**src/hcl_pkg.sv**
```systemverilog
// Purpose: Shared constants for the haptic closed-loop controller.
// Assumes: 25 MHz system clock.
// Notes: Register offsets, field positions, reset values, timing.
`default_nettype none

package hcl_pkg;

  // ----------------------------------------------------------------
  // Register offsets
  // ----------------------------------------------------------------
  localparam logic [7:0] A_STATUS = 8'h00;
  localparam logic [7:0] A_RUN = 8'h01;
  localparam logic [7:0] A_AMPL = 8'h02;
  localparam logic [7:0] A_RATED = 8'h16;
  localparam logic [7:0] A_CLAMP = 8'h17;
  localparam logic [7:0] A_COMP = 8'h18;
  localparam logic [7:0] A_NORM = 8'h19;
  localparam logic [7:0] A_FBCTL = 8'h1a;
  localparam logic [7:0] A_TIMING = 8'h1b;
  localparam logic [7:0] A_LOOP3 = 8'h1f;
  localparam logic [7:0] A_OLPER = 8'h20;
  localparam logic [7:0] A_PERIOD = 8'h22;

  // ----------------------------------------------------------------
  // Field positions
  // ----------------------------------------------------------------
  localparam int ST_ACTIVE = 0;
  localparam int ST_CAL = 1;
  localparam int ST_LOCK = 2;
  localparam int ST_FAULT = 3;
  localparam int ST_AUTO = 4;
  localparam int RUN_GO = 0;
  localparam int RUN_CAL = 1;
  localparam int RUN_BOOST = 2;
  localparam int RUN_STAB = 3;
  localparam int RUN_CALT = 4;
  localparam int FB_TYPE = 7;
  localparam int FB_RATIO = 4;
  localparam int FB_GAIN = 2;
  localparam int TM_ZCW = 5;
  localparam int L3_AUTO = 0;
  localparam int L3_CNT = 4;

  // ----------------------------------------------------------------
  // Reset values
  // ----------------------------------------------------------------
  localparam logic [7:0] RUN_RST = 8'h0c;
  localparam logic [7:0] RATED_RST = 8'h3e;
  localparam logic [7:0] CLAMP_RST = 8'h8c;
  localparam logic [7:0] COMP_RST = 8'h00;
  localparam logic [7:0] NORM_RST = 8'h80;
  localparam logic [7:0] FBCTL_RST = 8'h24;
  localparam logic [7:0] TIMING_RST = 8'h34;
  localparam logic [7:0] LOOP3_RST = 8'h20;
  localparam logic [7:0] OLPER_RST = 8'h33;

  // ----------------------------------------------------------------
  // Timing
  // ----------------------------------------------------------------
  localparam int CLK_NS = 40;
  localparam int TICK_US_X100 = 9849;
  localparam int TICK_CYC = (TICK_US_X100 * 10) / CLK_NS;
  localparam int LRA_MIN_HZ = 125;
  localparam int TO_TICKS = 100000000 / (2 * LRA_MIN_HZ * TICK_US_X100);
  localparam int MS_CYC_DFLT = 1000000 / CLK_NS;
  localparam logic [9:0] CAL_MS0 = 10'd150;
  localparam logic [9:0] CAL_MS1 = 10'd250;
  localparam logic [9:0] CAL_MS2 = 10'd500;
  localparam logic [9:0] CAL_MS3 = 10'd1000;
  localparam logic [4:0] BOOST_MS = 5'd20;

  // ----------------------------------------------------------------
  // Loop thresholds
  // ----------------------------------------------------------------
  localparam logic [7:0] BRAKE_DONE = 8'h08;
  localparam logic [7:0] BRAKE_NEAR = 8'h20;
  localparam logic [7:0] CAL_BEMF_MIN = 8'h10;
  localparam logic [7:0] IMP_OPEN = 8'hff;
  localparam logic [7:0] IMP_SHORT = 8'h00;

endpackage

`default_nettype wire

```
**src/hcl_eng_if.sv**
```systemverilog
// Purpose: Link between controller and resonance engine.
// Assumes: Both ends on one clock.
// Notes: Controller drives configuration, engine reports timing.
`default_nettype none

interface hcl_eng_if;
  logic lra;
  logic go;
  logic zc;
  logic auto_en;
  logic [1:0] unsync_limit;
  logic [7:0] dflt_half;
  logic [6:0] ol_period;
  logic commut;
  logic locked;
  logic auto_open;
  logic phase;
  logic [7:0] period;
  modport ctl(output lra, go, zc, auto_en, unsync_limit, dflt_half,
    ol_period, input commut, locked, auto_open, phase, period);
  modport eng(input lra, go, zc, auto_en, unsync_limit, dflt_half,
    ol_period, output commut, locked, auto_open, phase, period);
endinterface

`default_nettype wire

```
**src/hcl_res_engine.sv**
```systemverilog
// Purpose: Resonance tracking, period report and open-loop fallback.
// Assumes: zc is a one-cycle pulse per back-EMF zero crossing.
// Notes: Time is counted in ticks of the fallback period unit.
`default_nettype none

module hcl_res_engine import hcl_pkg::*; (
  // Clock and reset
  input wire logic clk,
  input wire logic rst_n,
  // Controller link
  hcl_eng_if.eng e
);

  logic [11:0] presc;
  logic [7:0] tcount;
  logic [7:0] half_prev;
  logic [2:0] misses;
  logic seen;

  wire tick = presc == 12'(TICK_CYC - 1);
  wire enable = e.go && e.lra;
  wire [7:0] tnext = tcount + 8'h01;
  wire [7:0] ol_lo = 8'(e.ol_period >> 1);
  wire [7:0] ol_half = e.phase ? 8'(e.ol_period) - ol_lo : ol_lo;
  wire [8:0] full = {1'b0, half_prev} + {1'b0, tcount};
  wire timeout = e.locked && tnext >= 8'(TO_TICKS);
  wire dflt_due = !e.locked && tnext >= e.dflt_half;

  always_ff @(posedge clk) begin
    if (!rst_n) begin
      presc <= 12'h000;
    end else begin
      presc <= tick ? 12'h000 : presc + 12'h001;
    end
  end

  always_ff @(posedge clk) begin
    if (!rst_n || !enable) begin
      tcount <= 8'h00;
      half_prev <= 8'h00;
      misses <= 3'h0;
      seen <= 1'b0;
      e.commut <= 1'b0;
      e.locked <= 1'b0;
      e.auto_open <= 1'b0;
      e.phase <= 1'b0;
      if (!rst_n) begin
        e.period <= 8'h00;
      end
    end else begin
      e.commut <= 1'b0;
      if (e.auto_open) begin
        if (tick) begin
          if (tnext >= ol_half) begin
            e.commut <= 1'b1;
            e.phase <= ~e.phase;
            tcount <= 8'h00;
          end else begin
            tcount <= tnext;
          end
        end
      end else if (e.zc) begin
        e.commut <= 1'b1;
        e.phase <= ~e.phase;
        seen <= 1'b1;
        e.locked <= seen;
        if (e.locked) begin
          e.period <= full[8] ? 8'hff : full[7:0];
        end
        half_prev <= tcount;
        tcount <= 8'h00;
        misses <= 3'h0;
      end else if (tick) begin
        if (timeout || dflt_due) begin
          e.commut <= 1'b1;
          e.phase <= ~e.phase;
          e.locked <= 1'b0;
          tcount <= 8'h00;
          if (e.auto_en && e.phase) begin
            if (misses == {1'b0, e.unsync_limit}) begin
              e.auto_open <= 1'b1;
            end else begin
              misses <= misses + 3'h1;
            end
          end
        end else begin
          tcount <= tnext;
        end
      end
    end
  end

endmodule // hcl_res_engine

`default_nettype wire

```
**src/hcl_top.sv**
```systemverilog
// Purpose: Haptic closed-loop actuator controller with serial registers.
// Assumes: Two-wire register port; sense inputs come from analog blocks.
// Notes: Drives a three-level pulse-width modulated output bridge.
// Operation
// - Register bit picks rotating-mass or resonant actuator.
// - Lock within half cycle, track each cycle.
// - Tracking needs no calibration, independent of it.
// - Invalid back-EMF: open-loop overdrive at default frequency.
// - Valid back-EMF returns: resume closed-loop tracking.
// - Bit enables automatic open loop without resync.
// - Two-bit count of tolerated unsynchronized cycles.
// - Fallback period field sets frequency; no overdrive/brake.
// - Startup boost raises loop gain during transient.
// - Three-bit ratio sets braking versus driving gain.
// - Brake stabilizer lowers gain near brake end.
// - Full scale gives rated level; clamp limits.
// - Calibration failure sets fault flag in status.
// - Calibration stores resistive-loss compensation factor.
// - Calibration stores back-EMF normalization factor.
// - Two-bit field selects calibration duration.
// - Two-bit loop gain sets settling speed.
// - Output stage is three-level modulated, not linear.
`default_nettype none

module hcl_top import hcl_pkg::*; #(
  parameter logic [6:0] DEV_ADDR = 7'h2c,
  parameter int MS_CYC = MS_CYC_DFLT
) (
  // Clock and reset
  input wire logic CLOCK,
  input wire logic RST_N,
  // Register port
  input wire logic SCL,
  input wire logic SDA_IN,
  output logic SDA_OUT,
  output logic SDA_OE_N,
  // Actuator sense
  input wire logic BEMF_ZC,
  input wire logic [7:0] BEMF_LEVEL,
  input wire logic [7:0] LOAD_IMPEDANCE,
  // Output stage
  output logic OUT_POS,
  output logic OUT_NEG
);

  typedef enum logic [8:0] {
    I_IDLE = 9'h001, I_ADDR = 9'h002, I_ACKA = 9'h004,
    I_PTR = 9'h008, I_ACKP = 9'h010, I_WDAT = 9'h020,
    I_ACKW = 9'h040, I_RDAT = 9'h080, I_RACK = 9'h100
  } hcl_i2c_t;

  typedef enum logic [1:0] {C_IDLE = 2'b01, C_RUN = 2'b10} hcl_cal_t;

  localparam int MSW = $clog2(MS_CYC);

  hcl_eng_if eng ();

  // ----------------------------------------------------------------
  // Input synchronisers
  // ----------------------------------------------------------------
  logic scl_s1, scl_s2, scl_s3, sda_s1, sda_s2, sda_s3;
  logic zc_s1, zc_s2, zc_s3;
  logic [7:0] bemf_s1, bemf_s2, imp_s1, imp_s2;

  always_ff @(posedge CLOCK) begin
    if (!RST_N) begin
      {scl_s1, scl_s2, scl_s3} <= 3'h7;
      {sda_s1, sda_s2, sda_s3} <= 3'h7;
      {zc_s1, zc_s2, zc_s3} <= 3'h0;
      bemf_s1 <= 8'h00;
      bemf_s2 <= 8'h00;
      imp_s1 <= 8'h00;
      imp_s2 <= 8'h00;
    end else begin
      {scl_s1, scl_s2, scl_s3} <= {SCL, scl_s1, scl_s2};
      {sda_s1, sda_s2, sda_s3} <= {SDA_IN, sda_s1, sda_s2};
      {zc_s1, zc_s2, zc_s3} <= {BEMF_ZC, zc_s1, zc_s2};
      bemf_s1 <= BEMF_LEVEL;
      bemf_s2 <= bemf_s1;
      imp_s1 <= LOAD_IMPEDANCE;
      imp_s2 <= imp_s1;
    end
  end

  // ----------------------------------------------------------------
  // Register storage
  // ----------------------------------------------------------------
  logic [7:0] run_ctl, amp, rated, clamp, comp, norm;
  logic [7:0] fbctl, timing, loop3, olper;
  logic fault_flag;
  hcl_cal_t cst;
  logic [9:0] cal_ms;

  wire cal_busy = cst == C_RUN;
  wire actuator_type_sel = fbctl[FB_TYPE];
  wire [2:0] stop_gain_ratio = fbctl[FB_RATIO +: 3];
  wire [1:0] loop_gain = fbctl[FB_GAIN +: 2];
  wire [1:0] zero_cross_window = timing[TM_ZCW +: 2];
  wire [4:0] drive_time = timing[4:0];
  wire auto_fallback_enable = loop3[L3_AUTO];
  wire [1:0] unsync_cycle_limit = loop3[L3_CNT +: 2];
  wire [6:0] fallback_period = olper[6:0];
  wire [1:0] cal_time = run_ctl[RUN_CALT +: 2];

  function automatic logic [7:0] sat8(input logic signed [13:0] v,
                                      input logic [7:0] lim);
    if (v < 14'sd0) begin
      sat8 = 8'h00;
    end else if (v > $signed({6'h00, lim})) begin
      sat8 = lim;
    end else begin
      sat8 = v[7:0];
    end
  endfunction

  function automatic logic [7:0] rd_mux(input logic [7:0] a);
    unique case (a)
      A_STATUS: rd_mux = {3'h0, eng.auto_open, fault_flag, eng.locked,
                          cal_busy, run_ctl[RUN_GO]};
      A_RUN: rd_mux = {run_ctl[7:2], cal_busy, run_ctl[RUN_GO]};
      A_AMPL: rd_mux = amp;
      A_RATED: rd_mux = rated;
      A_CLAMP: rd_mux = clamp;
      A_COMP: rd_mux = comp;
      A_NORM: rd_mux = norm;
      A_FBCTL: rd_mux = fbctl;
      A_TIMING: rd_mux = timing;
      A_LOOP3: rd_mux = loop3;
      A_OLPER: rd_mux = olper;
      A_PERIOD: rd_mux = eng.period;
      default: rd_mux = 8'h00;
    endcase
  endfunction

  // ----------------------------------------------------------------
  // Two-wire register port
  // ----------------------------------------------------------------
  hcl_i2c_t ist;
  logic [3:0] bitcnt;
  logic [7:0] shreg, ptr;
  logic rw, nack;

  wire scl_rise = scl_s2 && !scl_s3;
  wire scl_fall = !scl_s2 && scl_s3;
  wire bus_start = scl_s2 && scl_s3 && sda_s3 && !sda_s2;
  wire bus_stop = scl_s2 && scl_s3 && !sda_s3 && sda_s2;
  wire rx_state = ist == I_ADDR || ist == I_PTR || ist == I_WDAT;
  wire byte_in = bitcnt == 4'h8;
  wire wr_en = scl_fall && ist == I_WDAT && byte_in;
  wire [7:0] ptr_inc = ptr + 8'h01;
  wire next_drive_low = ist == I_ACKA || ist == I_ACKP || ist == I_ACKW ||
                        (ist == I_RDAT && !shreg[7]);

  always_ff @(posedge CLOCK) begin
    if (!RST_N) begin
      ist <= I_IDLE;
      bitcnt <= 4'h0;
      shreg <= 8'h00;
      ptr <= 8'h00;
      rw <= 1'b0;
      nack <= 1'b0;
    end else if (bus_start) begin
      ist <= I_ADDR;
      bitcnt <= 4'h0;
    end else if (bus_stop) begin
      ist <= I_IDLE;
    end else if (scl_rise) begin
      if (rx_state) begin
        shreg <= {shreg[6:0], sda_s2};
        bitcnt <= bitcnt + 4'h1;
      end
      if (ist == I_RACK) begin
        nack <= sda_s2;
      end
    end else if (scl_fall) begin
      unique case (ist)
        I_IDLE: ist <= I_IDLE;
        I_ADDR: if (byte_in) begin
          ist <= shreg[7:1] == DEV_ADDR ? I_ACKA : I_IDLE;
          rw <= shreg[0];
        end
        I_ACKA: begin
          bitcnt <= 4'h0;
          ist <= rw ? I_RDAT : I_PTR;
          shreg <= rd_mux(ptr);
        end
        I_PTR: if (byte_in) begin
          ptr <= shreg;
          ist <= I_ACKP;
        end
        I_ACKP: begin
          bitcnt <= 4'h0;
          ist <= I_WDAT;
        end
        I_WDAT: if (byte_in) begin
          ist <= I_ACKW;
        end
        I_ACKW: begin
          bitcnt <= 4'h0;
          ptr <= ptr_inc;
          ist <= I_WDAT;
        end
        I_RDAT: if (bitcnt == 4'h7) begin
          bitcnt <= 4'h0;
          ist <= I_RACK;
        end else begin
          shreg <= {shreg[6:0], 1'b0};
          bitcnt <= bitcnt + 4'h1;
        end
        I_RACK: if (!nack) begin
          ptr <= ptr_inc;
          shreg <= rd_mux(ptr_inc);
          ist <= I_RDAT;
        end else begin
          ist <= I_IDLE;
        end
      endcase
    end
  end

  // ----------------------------------------------------------------
  // Register writes and level calibration
  // ----------------------------------------------------------------
  logic [MSW-1:0] ms_cnt;
  wire ms_pulse = ms_cnt == MSW'(MS_CYC - 1);
  wire cal_start = wr_en && ptr == A_RUN && shreg[RUN_CAL];
  wire [9:0] cal_len = cal_time == 2'd0 ? CAL_MS0 :
                       cal_time == 2'd1 ? CAL_MS1 :
                       cal_time == 2'd2 ? CAL_MS2 : CAL_MS3;
  wire cal_done = cal_busy && ms_pulse && cal_ms == cal_len;
  wire cal_fail = bemf_s2 < CAL_BEMF_MIN || imp_s2 == IMP_OPEN ||
                  imp_s2 == IMP_SHORT;
  wire [14:0] norm_q = {rated, 7'h00} / {7'h00, bemf_s2};
  wire [7:0] norm_new = norm_q[14:8] != 7'h00 ? 8'hff : norm_q[7:0];

  always_ff @(posedge CLOCK) begin
    if (!RST_N) begin
      ms_cnt <= '0;
      run_ctl <= RUN_RST;
      {amp, rated, clamp} <= {8'h00, RATED_RST, CLAMP_RST};
      {comp, norm} <= {COMP_RST, NORM_RST};
      {fbctl, timing} <= {FBCTL_RST, TIMING_RST};
      {loop3, olper} <= {LOOP3_RST, OLPER_RST};
      fault_flag <= 1'b0;
      cst <= C_IDLE;
      cal_ms <= 10'h000;
    end else begin
      ms_cnt <= ms_pulse ? '0 : ms_cnt + 1'b1;
      if (wr_en) begin
        unique case (ptr)
          A_RUN: run_ctl <= {shreg[7:2], 1'b0, shreg[RUN_GO]};
          A_AMPL: amp <= shreg;
          A_RATED: rated <= shreg;
          A_CLAMP: clamp <= shreg;
          A_COMP: comp <= shreg;
          A_NORM: norm <= shreg;
          A_FBCTL: fbctl <= shreg;
          A_TIMING: timing <= shreg;
          A_LOOP3: loop3 <= shreg;
          A_OLPER: olper <= shreg;
          default: ;
        endcase
      end
      if (cal_start && !cal_busy) begin
        cst <= C_RUN;
        cal_ms <= 10'h000;
        fault_flag <= 1'b0;
      end else if (cal_done) begin
        cst <= C_IDLE;
        comp <= imp_s2;
        norm <= norm_new;
        fault_flag <= cal_fail;
      end else if (cal_busy && ms_pulse) begin
        cal_ms <= cal_ms + 10'h001;
      end
    end
  end

  // ----------------------------------------------------------------
  // Resonance engine
  // ----------------------------------------------------------------
  wire running = run_ctl[RUN_GO] || cal_busy;
  wire [4:0] zcw5 = {3'h0, zero_cross_window};
  wire [4:0] dflt = drive_time > zcw5 ? drive_time - zcw5 : 5'h01;

  assign eng.lra = actuator_type_sel;
  assign eng.go = running;
  assign eng.zc = zc_s2 ^ zc_s3;
  assign eng.auto_en = auto_fallback_enable;
  assign eng.unsync_limit = unsync_cycle_limit;
  assign eng.dflt_half = {3'h0, dflt};
  assign eng.ol_period = fallback_period;

  hcl_res_engine u_eng (
    .clk(CLOCK),
    .rst_n(RST_N),
    .e(eng.eng)
  );

  // ----------------------------------------------------------------
  // Feedback loop
  // ----------------------------------------------------------------
  logic [4:0] boost_ms;
  logic go_d;
  wire [15:0] tgt_prod = amp * rated;
  wire [7:0] target = cal_busy ? rated : tgt_prod[15:8];
  wire [15:0] fb_prod = bemf_s2 * norm;
  wire [7:0] fb = fb_prod[15] ? 8'hff : fb_prod[14:7];
  wire boosting = run_ctl[RUN_BOOST] && boost_ms < BOOST_MS;
  wire [2:0] lg_eff = {1'b0, loop_gain} + {2'b00, boosting};
  wire signed [13:0] err = $signed({6'h00, target}) -
                           $signed({6'h00, fb});
  wire signed [13:0] corr = (err <<< lg_eff) >>> 2;
  wire signed [13:0] sum = $signed({6'h00, target}) + corr;
  wire [7:0] drive_fb = sat8(sum, clamp);
  wire braking = running && !eng.auto_open && !cal_busy &&
                 amp == 8'h00 && fb > BRAKE_DONE;
  wire [10:0] brk_prod = fb * ({1'b0, stop_gain_ratio} + 4'h1);
  wire stab = run_ctl[RUN_STAB] && fb < BRAKE_NEAR;
  wire [10:0] brk_shift = stab ? brk_prod >> 2 : brk_prod >> 1;
  wire [7:0] brk_lvl = sat8({3'h0, brk_shift}, clamp);
  wire [7:0] lvl_pre = !running ? 8'h00 :
                       eng.auto_open ? target :
                       braking ? brk_lvl :
                       amp == 8'h00 && !cal_busy ? 8'h00 : drive_fb;
  wire [15:0] comp_prod = lvl_pre * comp;
  wire [7:0] next_level = sat8({6'h00, lvl_pre} +
                               {6'h00, comp_prod[15:8]}, clamp);
  wire next_pol = actuator_type_sel ? eng.phase ^ braking : !braking;

  // ----------------------------------------------------------------
  // Three-level output stage
  // ----------------------------------------------------------------
  logic [7:0] level, pwm_cnt;
  logic pol;
  wire pulse_on = pwm_cnt < level;

  always_ff @(posedge CLOCK) begin
    if (!RST_N) begin
      boost_ms <= 5'h00;
      go_d <= 1'b0;
      level <= 8'h00;
      pol <= 1'b0;
      pwm_cnt <= 8'h00;
      OUT_POS <= 1'b0;
      OUT_NEG <= 1'b0;
      SDA_OUT <= 1'b0;
      SDA_OE_N <= 1'b1;
    end else begin
      go_d <= running;
      if (running && !go_d) begin
        boost_ms <= 5'h00;
      end else if (ms_pulse && boosting) begin
        boost_ms <= boost_ms + 5'h01;
      end
      level <= next_level;
      pol <= next_pol;
      pwm_cnt <= pwm_cnt + 8'h01;
      OUT_POS <= pulse_on && pol;
      OUT_NEG <= pulse_on && !pol;
      SDA_OUT <= 1'b0;
      SDA_OE_N <= !next_drive_low;
    end
  end

endmodule // hcl_top

`default_nettype wire

```
**config.mk**
```make
export PLATFORM = sky130hd
export DESIGN_NAME = hcl_top
export DESIGN_NICKNAME = d
export VERILOG_FILES = /design/src/hcl_pkg.sv /design/src/hcl_eng_if.sv /design/src/hcl_res_engine.sv /design/src/hcl_top.sv
export SDC_FILE = /design/constraint.sdc
export NUM_CORES = 1
export LEC_CHECK = 0
export BUFFER_PORTS_ARGS = -buffer_cell sky130_fd_sc_hd__buf_2
export CORE_ASPECT_RATIO = 0.5
export CORE_UTILIZATION = 35
export CTS_CLUSTER_DIAMETER = 150
export DETAILED_ROUTE_END_ITERATION = 6
export PLACE_DENSITY = 0.59
export SLEW_MARGIN = 20
export SYNTH_ARGS = -nofsm -noshare
export SYNTH_HDL_FRONTEND = slang
export SYNTH_SLANG_ARGS = --single-unit
```
**constraint.sdc**
```tcl
create_clock -name CLOCK -period 52.6 [get_ports CLOCK]
set_input_delay 10.52 -clock CLOCK [delete_from_list [all_inputs] [get_ports CLOCK]]
set_output_delay 10.52 -clock CLOCK [all_outputs]
set_load 0.01 [all_outputs]
```
=== Word level (Yosys, flattened, before mapping) ===
Index checks and enable logic that the tools add are counted.

* Output and inout port bits: 4
* Flip-flop bits (word level): 248
* Logic and storage cells: 348
* Input port bits: 21

* Bitwise gates (word level): 9
* $add $sub $neg: 17
* Magnitude comparators: 14
* Multipliers: 4
* Divide/modulo/power cells: 1
* Muxes and demuxes: 88
* Equality and inequality tests: 60
* Reductions and logical operators: 103
* Shift-type cells: 1

{| class="wikitable"
|+ Operator list
! operator !! count
|-
| 2-to-1 mux 8 bit || 41
|-
| case mux 8 bit (12 select lines) || 2
|-
| equality test 8 x 5 -> 1 bit, second input constant || 14
|-
| case mux 9 bit (8 select lines) || 1
|-
| multiplier 8 x 8 -> 16 bit || 3
|-
| case mux 8 bit (3 select lines) || 2
|-
| 2-to-1 mux 10 bit || 4
|-
| 2-to-1 mux 9 bit || 4
|-
| equality test 8 x 6 -> 1 bit, second input constant || 4
|-
| zero test 8 bit || 4
|-
| logical AND 1 bit || 30
|-
| adder 8 x 1 -> 8 bit, second input constant || 3
|-
| AND reduction 2 bit || 11
|-
| adder 8 x 8 -> 9 bit || 2
|-
| 2-to-1 mux 3 bit || 6
|-
| != test 2 bit, second input constant || 9
|-
| AND reduction 6 bit || 3
|-
| equality test 8 x 1 -> 1 bit, second input constant || 2
|-
| equality test 8 x 2 -> 1 bit, second input constant || 2
|-
| 2-to-1 mux 1 bit || 16
|-
| 2-to-1 mux 4 bit || 4
|-
| AND reduction 4 bit || 4
|-
| adder 15 x 1 -> 15 bit, second input constant || 1
|-
| divider 15 x 8 -> 15 bit || 1
|-
| other kinds (68) || 124
|}

=== Logic depth before layout (Yosys ltp) ===
Gate-level depths: netlist of the first run.

* Word-level depth: 16
* Depth in mapped cells: 136
* Gate-level depth less buffers: 129

=== Modules after synthesis ===
From an unflattened synthesis of the first run, not the netlist that was laid out.

* Cell total of the unflattened synthesis: 3,458
* Area, all modules: 27,417.5 um^2

{| class="wikitable"
|+ Modules (own cells, without submodules)
! module !! times used !! cells each !! seq. area each (um^2) !! area an instance (um^2)
|-
| hcl_top || 1 || 3,070 || 4,103.9 || 24,255.8
|-
| hcl_res_engine || 1 || 388 || 960.9 || 3,161.8
|}

=== Worst setup path before layout of the first run ===
Ideal clock, no wire load.

* Kind: register to register
* Start: register bemf_s2[0]
* End: register norm[0]
* Slack: 27,461 ps
* Stages on the path, launching flop included: 128
* Buffers on the path: 8
* Setup time: 125 ps
* Arrival: 25,013 ps
* Cell sequence: dfxtp_1 clkbuf_1 clkinv_1 ha_1 a21oi_1 a21oi_1 ha_1 or4b_1 o311a_1 o211a_1 ha_1 o211ai_1 a211o_1 o2111a_1 or2_2 ha_1 or3_1 o22ai_1 [... 92 more ...] nor2b_1 o21a_1 nor2_1 nand4b_1 buf_4 inv_2 nor2_1 ha_1 a21o_1 a21oi_1 nor2b_1 o21ai_0 nand2b_1 a21oi_1 nor2b_1 o21ai_0 and3_1 a31oi_1

* Word-level cells in the longest chain between the ends: 5

{| class="wikitable"
|+ Ends and longest elaborated chain
! item !! RTL line !! RTL
|-
| start, declared || hcl_top.sv:63 || <nowiki>logic [7:0] bemf_s1, bemf_s2, imp_s1, imp_s2;</nowiki>
|-
| start signal, assigned || hcl_top.sv:79 || <nowiki>bemf_s2 <= bemf_s1;</nowiki>
|-
| divider 15 x 8 -> 15 bit (*) || hcl_top.sv:233 || <nowiki>wire [14:0] norm_q = {rated, 7'h00} / {7'h00, bemf_s2};</nowiki>
|-
| nonzero test 7 bit || hcl_top.sv:234 || <nowiki>wire [7:0] norm_new = norm_q[14:8] != 7'h00 ? 8'hff : norm_q[7:0];</nowiki>
|-
| 2-to-1 mux 8 bit (*) || hcl_top.sv:234 ||
|-
| 2-to-1 mux 8 bit (*) || hcl_top.sv:268 || <nowiki>end else if (cal_done) begin</nowiki>
|-
| 2-to-1 mux 8 bit (*) || hcl_top.sv:264 || <nowiki>if (cal_start && !cal_busy) begin</nowiki>
|-
| end signal, assigned || hcl_top.sv:241 || <nowiki>{comp, norm} <= {COMP_RST, NORM_RST};</nowiki>
|-
| end signal, assigned || hcl_top.sv:256 || <nowiki>A_NORM: norm <= shreg;</nowiki>
|-
| end signal, assigned || hcl_top.sv:271 || <nowiki>norm <= norm_new;</nowiki>
|-
| end, declared || hcl_top.sv:88 || <nowiki>logic [7:0] run_ctl, amp, rated, clamp, comp, norm;</nowiki>
|}

Mark *: on every way between the ends. The rest lies on a longest branch, timed or not.
A chain may end at the register's enable or synchronous reset.

=== Worst setup path in the final report of the first run ===
* Start: register bemf_s2[7]
* End: register norm[0]

The elaborated chain is that of the path after synthesis.

==> metrics.md, run 1 <==
| Metric | Value |
|---|---|
| Area delta synth->final | `6.857%` |
| TNS Setup | `0 ns` |
| Setup violators final | `0` |
| Pre-CTS setup slack | `22.87 ns` |
| Layout cell share with drive strength beyond 1 | `0.04973` |
| Yosys reg bits | `248` |
| Final Slew Violations | `0` |
| Syn Nets | `3876` |
| Drt wl/cell | `17.93 um` |
| Vias/cell | `5.480` |
| Buffers & Inverters on Critical Path | `4` |
| Gate Count Post-Synth | `3423` |
| Post-CTS setup buffer count | `0` |
| Total routed wirelength | `78530 um` |
| Largest net degree at the start of global routing | `70` |
| Post-cts hold buffer count | `0` |
| FP Rows | `71` |
| Die area | `77870 um2` |
| Antenna cells | `0` |
| Crit-path most repeated cell | `ha_1` |
| Critical path's top delay family | `compound AO/OA/AOI/OAI gates` |
| CP max stage cell | `or4_1` |
| Fin area | `28680 um2` |
| Fmax | `32.82 MHz` |
| Number of global-route vias before repair | `22850` |
| IO Count | `25` |
| Root buffer cell | `clkbuf_16` |
| Fin. Hold Viols | `0` |
| Worst slew margin | `0.2151` |
| Buffers added on ports | `23` |
| Register area share after synthesis | `0.1879` |
| Clk sinks | `248` |
| Max stage delay on crit path | `0.81 ns` |
| Final worst slack | `22.13 ns` |
| Starting Density | `0.3555` |
| Global-route wire length before repair | `125800 um` |
| RSZ-0062 raised after global routing | `false` |
| Post-layout nets | `3794` |
| CTS Buffer Depth | `3` |
| Final ANT Viol Nets | `0` |
| DP HPWL | `59280 um` |
| Overflow after GRT | `0` |
| CTS buffer count | `25` |
| Post-synth EDFFs | `8` |
| Async set or reset register ratio after synthesis | `0` |
| Crit. End Element | `flip-flop` |
| Post-synth cell types | `101` |
| Critical Path AT | `30.91 ns` |
| Crit path launch type | `flip-flop` |
| CTS tree | `yes` |
| Critical path peak fanout | `16` |
| Commonest non-fill, non-tap cells in the layout | `nand2_1, ha_1, inv_1` |
| HP Class | `reg2reg` |
| Die Y | `197.8 um` |
| DRC | `21` |
| DR iter-0 viols | `2040` |
| Commonest non-fill, non-tap cell in the layout | `nand2_1` |
| Synth warn | `0` |
| Fillcell total | `7846` |
| Status | `complete, but fails checks` |
| Mean Syn Cell Area | `7.842 um2` |
| Synth Flop Type | `dfxtp_1` |
| H-tree levels | `1` |
| Initial antenna violation count | `0` |
| Die W | `393.7 um` |
| Gpl congestion | `0.9690` |
| Via count | `24000` |
| Post-DP Area | `27830 um2` |
| First-pass iteration count of the detailed router | `7` |
| Worst setup path class | `reg2reg` |
| Max_cap viols | `0` |
| Crit share post-route | `0.5793` |
| Period minus WS final | `30.47 ns` |
| Clk_skew | `0.02568 ns` |
| CTS-repair resized insts | `0` |
| Syn Std Cell Area | `26840 um2` |
| Clock transition at path regs | `0.07 ns` |
| Failing checks | `DRC` |
| Clk_lat worst skew | `0.56 ns` |
| GRT Util Overall | `0.1974` |
| Area of the core | `75510 um2` |
| CP required | `53.04 ns` |
| Tightest Pin Transition | `1.167 ns` |
cell usage after synthesis, types with 9 or more instances:
library cell	instances	area (um2)
a211oi_1	19	142.6
a21boi_0	19	142.6
a21o_1	55	412.9
a21oi_1	235	1176
a221oi_1	22	192.7
a222oi_1	27	270.3
a22o_1	11	96.34
a22oi_1	25	187.7
a31oi_1	22	137.6
and2_1	163	1020
and3_1	47	294.0
and4_1	9	78.83
clkbuf_1	148	555.5
dfxtp_1	240	4805
fa_1	124	2482
ha_1	308	3854
inv_1	277	1040
mux2_2	22	247.7
mux2i_1	73	730.7
nand2_1	431	1618
nand2b_1	49	306.5
nand3_1	76	380.4
nand4_1	27	168.9
nor2_1	261	979.7
nor2b_1	52	325.3
nor3_1	54	270.3
nor3b_1	9	67.56
nor4_1	14	87.58
nor4b_1	9	78.83
o211ai_1	25	187.7
o21a_1	39	292.8
o21ai_0	123	615.6
o21bai_1	15	112.6
o22ai_1	19	118.9
o31ai_1	21	157.7
or2_2	23	143.9
or3_1	18	112.6
xnor2_1	83	727.0
xor2_1	78	683.2
final timing paths:
kind,start,cells past startpoint,end,slack [ns]
worst max-delay path,bemf_s2[7],123,norm[0],22.13
worst min-delay path,scl_s1,1,scl_s2,0.42
worst max register to register,bemf_s2[7],123,norm[0],22.13
worst min register to register,scl_s1,1,scl_s2,0.42
stage by stage:
step,cells,utilization,hold WS [ns]
6_report,4380,0.3799,0.4166
5_1_grt,4380,0.3799,0.4303
3_3_place_gp,4334,0.3683,0.3927
3_5_place_dp,4335,0.3685,0.4003
4_1_cts,4379,0.3797,0.4180
2_1_floorplan,3423,-,0.3863
worst reg2reg max path: cells and delay by family, from the launching register on:
family | cells | cell delay [ns]
flops | 1 | 0.49
mux | 4 | 1.56
fa+ha+maj | 14 | 4.44
simple gates | 32 | 8.05
buf+inv | 4 | 0.74
compound gates | 69 | 15.09
kinds of logic after synthesis:
logic type | share of synthesized area
AO/OA/AOI/OAI | 0.1891
XOR/XNOR | 0.05253
adder cells (fa/ha/maj) | 0.2360
buffers and inverters | 0.06255
flip-flops | 0.1879
multiplexers | 0.03687
other | 0.0001397
AND/OR/NAND/NOR | 0.2348
sequential cells by signal, indices dropped and copies added (netlist names), 9 cells and up:
signal and cells:
ist 9, u_eng.presc 12, cal_ms 10, ms_cnt 15
per-layer routing:
metal | part of all wire | wire [um] | global-route usage | vias to the layer above
met2 | 0.45 | 35040 | 0.3256 | 667
met5 | 0 | 0 | 0 | -
met1 | 0.47 | 37260 | 0.2777 | 11470
li1 | - | - | - | 11730
met3 | 0.059 | 4638 | 0.02074 | 130
met4 | 0.020 | 1589 | 0.04078 | 0
layout make-up:
type                       instances  area, um2  share of cell area
clock buffer                      35      703.2             0.02451
tap                             1022       1279             0.04458
multi-input combinational       2734      20140              0.7020
inverter                         282       1059             0.03690
clock inverter                     9      142.6            0.004973
sequential                       248       5045              0.1759
timing repair buffer              50      320.3             0.01117
Power of run 1 is left out: the tool's default activity adds up to more than one toggle a clock period on the data nets, which glitch-free logic cannot reach.
==> run 2, diff against run 1 <==
- clock period: 52.6 -> 31.9 ns (I/O delays scaled with it)
==> run 2 against run 1 <==
The run still ends with DRC left. First-iteration DRC count decreased by 6.5%. Worst hold slack improved by 0.0019 ns. Die area unchanged. Final cell count increased by 0.11%. Non-clock buffer count increased by 2. Setup slack got worse by 19 ns. Fmax increased by 4.8%. Via count about the same.
==> metrics.md, run 2 (synthesized netlist as in run 1, its figures left out) <==
| Metric | Value |
|---|---|
| Status | `complete, but fails checks` |
| Failing checks | `DRC` |
| Die W | `393.7 um (unchanged)` |
| Die Y | `197.8 um (unchanged)` |
| IO Count | `25 (unchanged)` |
| WL met3 | `4665 um (+0.58%)` |
| DP Cell Count | `4334 (-0.023%)` |
| Total routed wirelength | `78670 um (+0.18%)` |
| Die area | `77870 um2 (unchanged)` |
| Post-DP Area | `27820 um2 (about the same)` |
| Crit path launch type | `flip-flop` |
| Clk sinks | `248 (unchanged)` |
| Buffers added on ports | `23 (unchanged)` |
| CTS tree | `yes` |
| Period minus WS final | `29.07 ns (-1.399 ns)` |
| Fillcell total | `7859 (+0.17%)` |
| Multi-input gate area | `20170 um2 (+0.17%)` |
| Worst slew margin | `0.2364 (+0.02126)` |
| DP HPWL | `59310 um (about the same)` |
| Critical path peak fanout | `16 (unchanged)` |
| CP max stage cell | `or4_1` |
| Vias/cell | `5.472 (-0.14%)` |
| Fin. Hold Viols | `0 (unchanged)` |
| CTS buffer count | `25 (unchanged)` |
| Commonest non-fill, non-tap cells in the layout | `nand2_1, ha_1, inv_1` |
| Fmax | `34.40 MHz (+4.8%)` |
| CP required | `32.33 ns (-20.71 ns)` |
| Gpl congestion | `0.9673 (-0.18%)` |
| FF-to-FF setup slack | `2.83 ns (-19.30 ns)` |
| Metal2 WL | `35150 um (+0.33%)` |
| Initial antenna violation count | `0 (unchanged)` |
| Fin area | `28730 um2 (+0.16%)` |
| Commonest non-fill, non-tap cell in the layout | `nand2_1` |
| Worst r2r dst | `norm[0]` |
| Crit. End Element | `flip-flop` |
| Clk_lat worst skew | `0.56 ns (about the same)` |
| RR Startpoint | `bemf_s2[7]` |
| Crit share post-route | `0.9113 (+0.3321)` |
| H-tree levels | `1 (unchanged)` |
| Starting Density | `0.3555 (unchanged)` |
| Via count | `24000 (-0.029%)` |
| Max reg flops | `15 (unchanged)` |
| Post-route insts no fill | `4385 (+0.11%)` |
| Critical Path AT | `29.50 ns (-1.41 ns)` |
| CTS Buffer Depth | `3 (unchanged)` |
| Largest registers | `ms_cnt x15, u_eng.presc x12, cal_ms x10` |
| Final Slew Violations | `0 (unchanged)` |
| CP endpoint | `norm[0]` |
| Global-route wire length before repair | `127100 um (+0.99%)` |
| HP Class | `reg2reg` |
| Tightest Pin Transition | `1.141 ns (-0.02612 ns)` |
| Clock transition at path regs | `0.07 ns (about the same)` |
| Top routing layer in use | `met4` |
| Drt wl/cell | `17.94 um (about the same)` |
| Most flop-heavy register | `ms_cnt` |
| Root buffer cell | `clkbuf_16` |
| GRT Util Overall | `0.1986 (+0.001244)` |
| Worst R2R Path Depth | `124 (+0.81%)` |
| Post-cts hold buffer count | `0 (unchanged)` |
| Number of global-route vias before repair | `23320 (+2.0%)` |
| Clk_skew | `0.01449 ns (-0.01119 ns)` |
| Largest net degree at the start of global routing | `70 (unchanged)` |
| Overflow after GRT | `0 (unchanged)` |
| Max_cap viols | `0 (unchanged)` |
| Final ANT Viol Nets | `0 (unchanged)` |
| M1 WL | `37290 um (about the same)` |
| DR iter-0 viols | `1907 (-6.5%)` |
| FP Rows | `71 (unchanged)` |
| Area delta synth->final | `7.024%` |
| Worst setup path class | `reg2reg` |
| DRC | `9 (-57%)` |
| Layout cell share with drive strength beyond 1 | `0.05265 (+0.002915)` |
| Register area | `5045 um2 (unchanged)` |
| Max stage delay on crit path | `0.80 ns (about the same)` |
| Post-layout nets | `3796 (+0.053%)` |
| Setup violators final | `0 (unchanged)` |
| Hold Path Cell Cnt | `1 (unchanged)` |
| First-pass iteration count of the detailed router | `7 (unchanged)` |
| Crit-path most repeated cell | `ha_1` |
| Critical path startpoint | `bemf_s2[7]` |
| Area of the core | `75510 um2 (unchanged)` |
## run 2: through the flow
step                setup slack [ns]    util  hold slack (ns)  TNS [ns]
floorplan                      6.761       -           0.3863         0
global placement               3.062  0.3682           0.3934         0
detailed placement             2.034  0.3684           0.4030         0
CTS                            1.837  0.3795           0.4216         0
global route                -0.04237  0.3804           0.4420  -0.04237
finish                         2.829  0.3805           0.4185         0
## run 2: timing repair
item	4_1_cts	5_1_grt
setup endpoints to repair	0	2
buffers inserted	0	3
gates resized for setup	0	9
## run 2: worst min path at each step
stage	startpoint	endpoint	slack, ns
after floorplan	scl_s1	scl_s2	0.39
after global placement	scl_s1	scl_s2	0.39
after detailed placement	sda_s1	sda_s2	0.40
after CTS	sda_s1	sda_s2	0.42
after global routing	pol	OUT_NEG	0.44
final	sda_s1	sda_s2	0.42
## run 2: layout make-up
type / instances / share of cell area
Sequential cell: 248 / 0.1756
Timing Repair Buffer: 52 / 0.01167
Inverter: 282 / 0.03685
Tap cell: 1022 / 0.04451
Clock buffer: 34 / 0.02435
Antenna cell: 1 / 0.00008710
Multi-Input combinational cell: 2734 / 0.7021
Clock inverter: 12 / 0.004834
## run 2: per-layer routing
layer / vias up / GRT usage
met5: - / 0
met4: 0 / 0.04237
met3: 122 / 0.02321
met1: 11450 / 0.2761
li1: 11720 / -
met2: 707 / 0.3296
## run 2: worst max-delay path, delay by kind of cell (launching register included)
family                     cells  cell delay, ns
AOI/OAI and AO/OA             69           14.31
and+or+nand+nor               31            7.19
adders and majority gates     14            4.36
muxes                          5            1.77
buffers and inverters          5            0.81
DFF                            1            0.47
Power of run 2 is left out for the same reason.
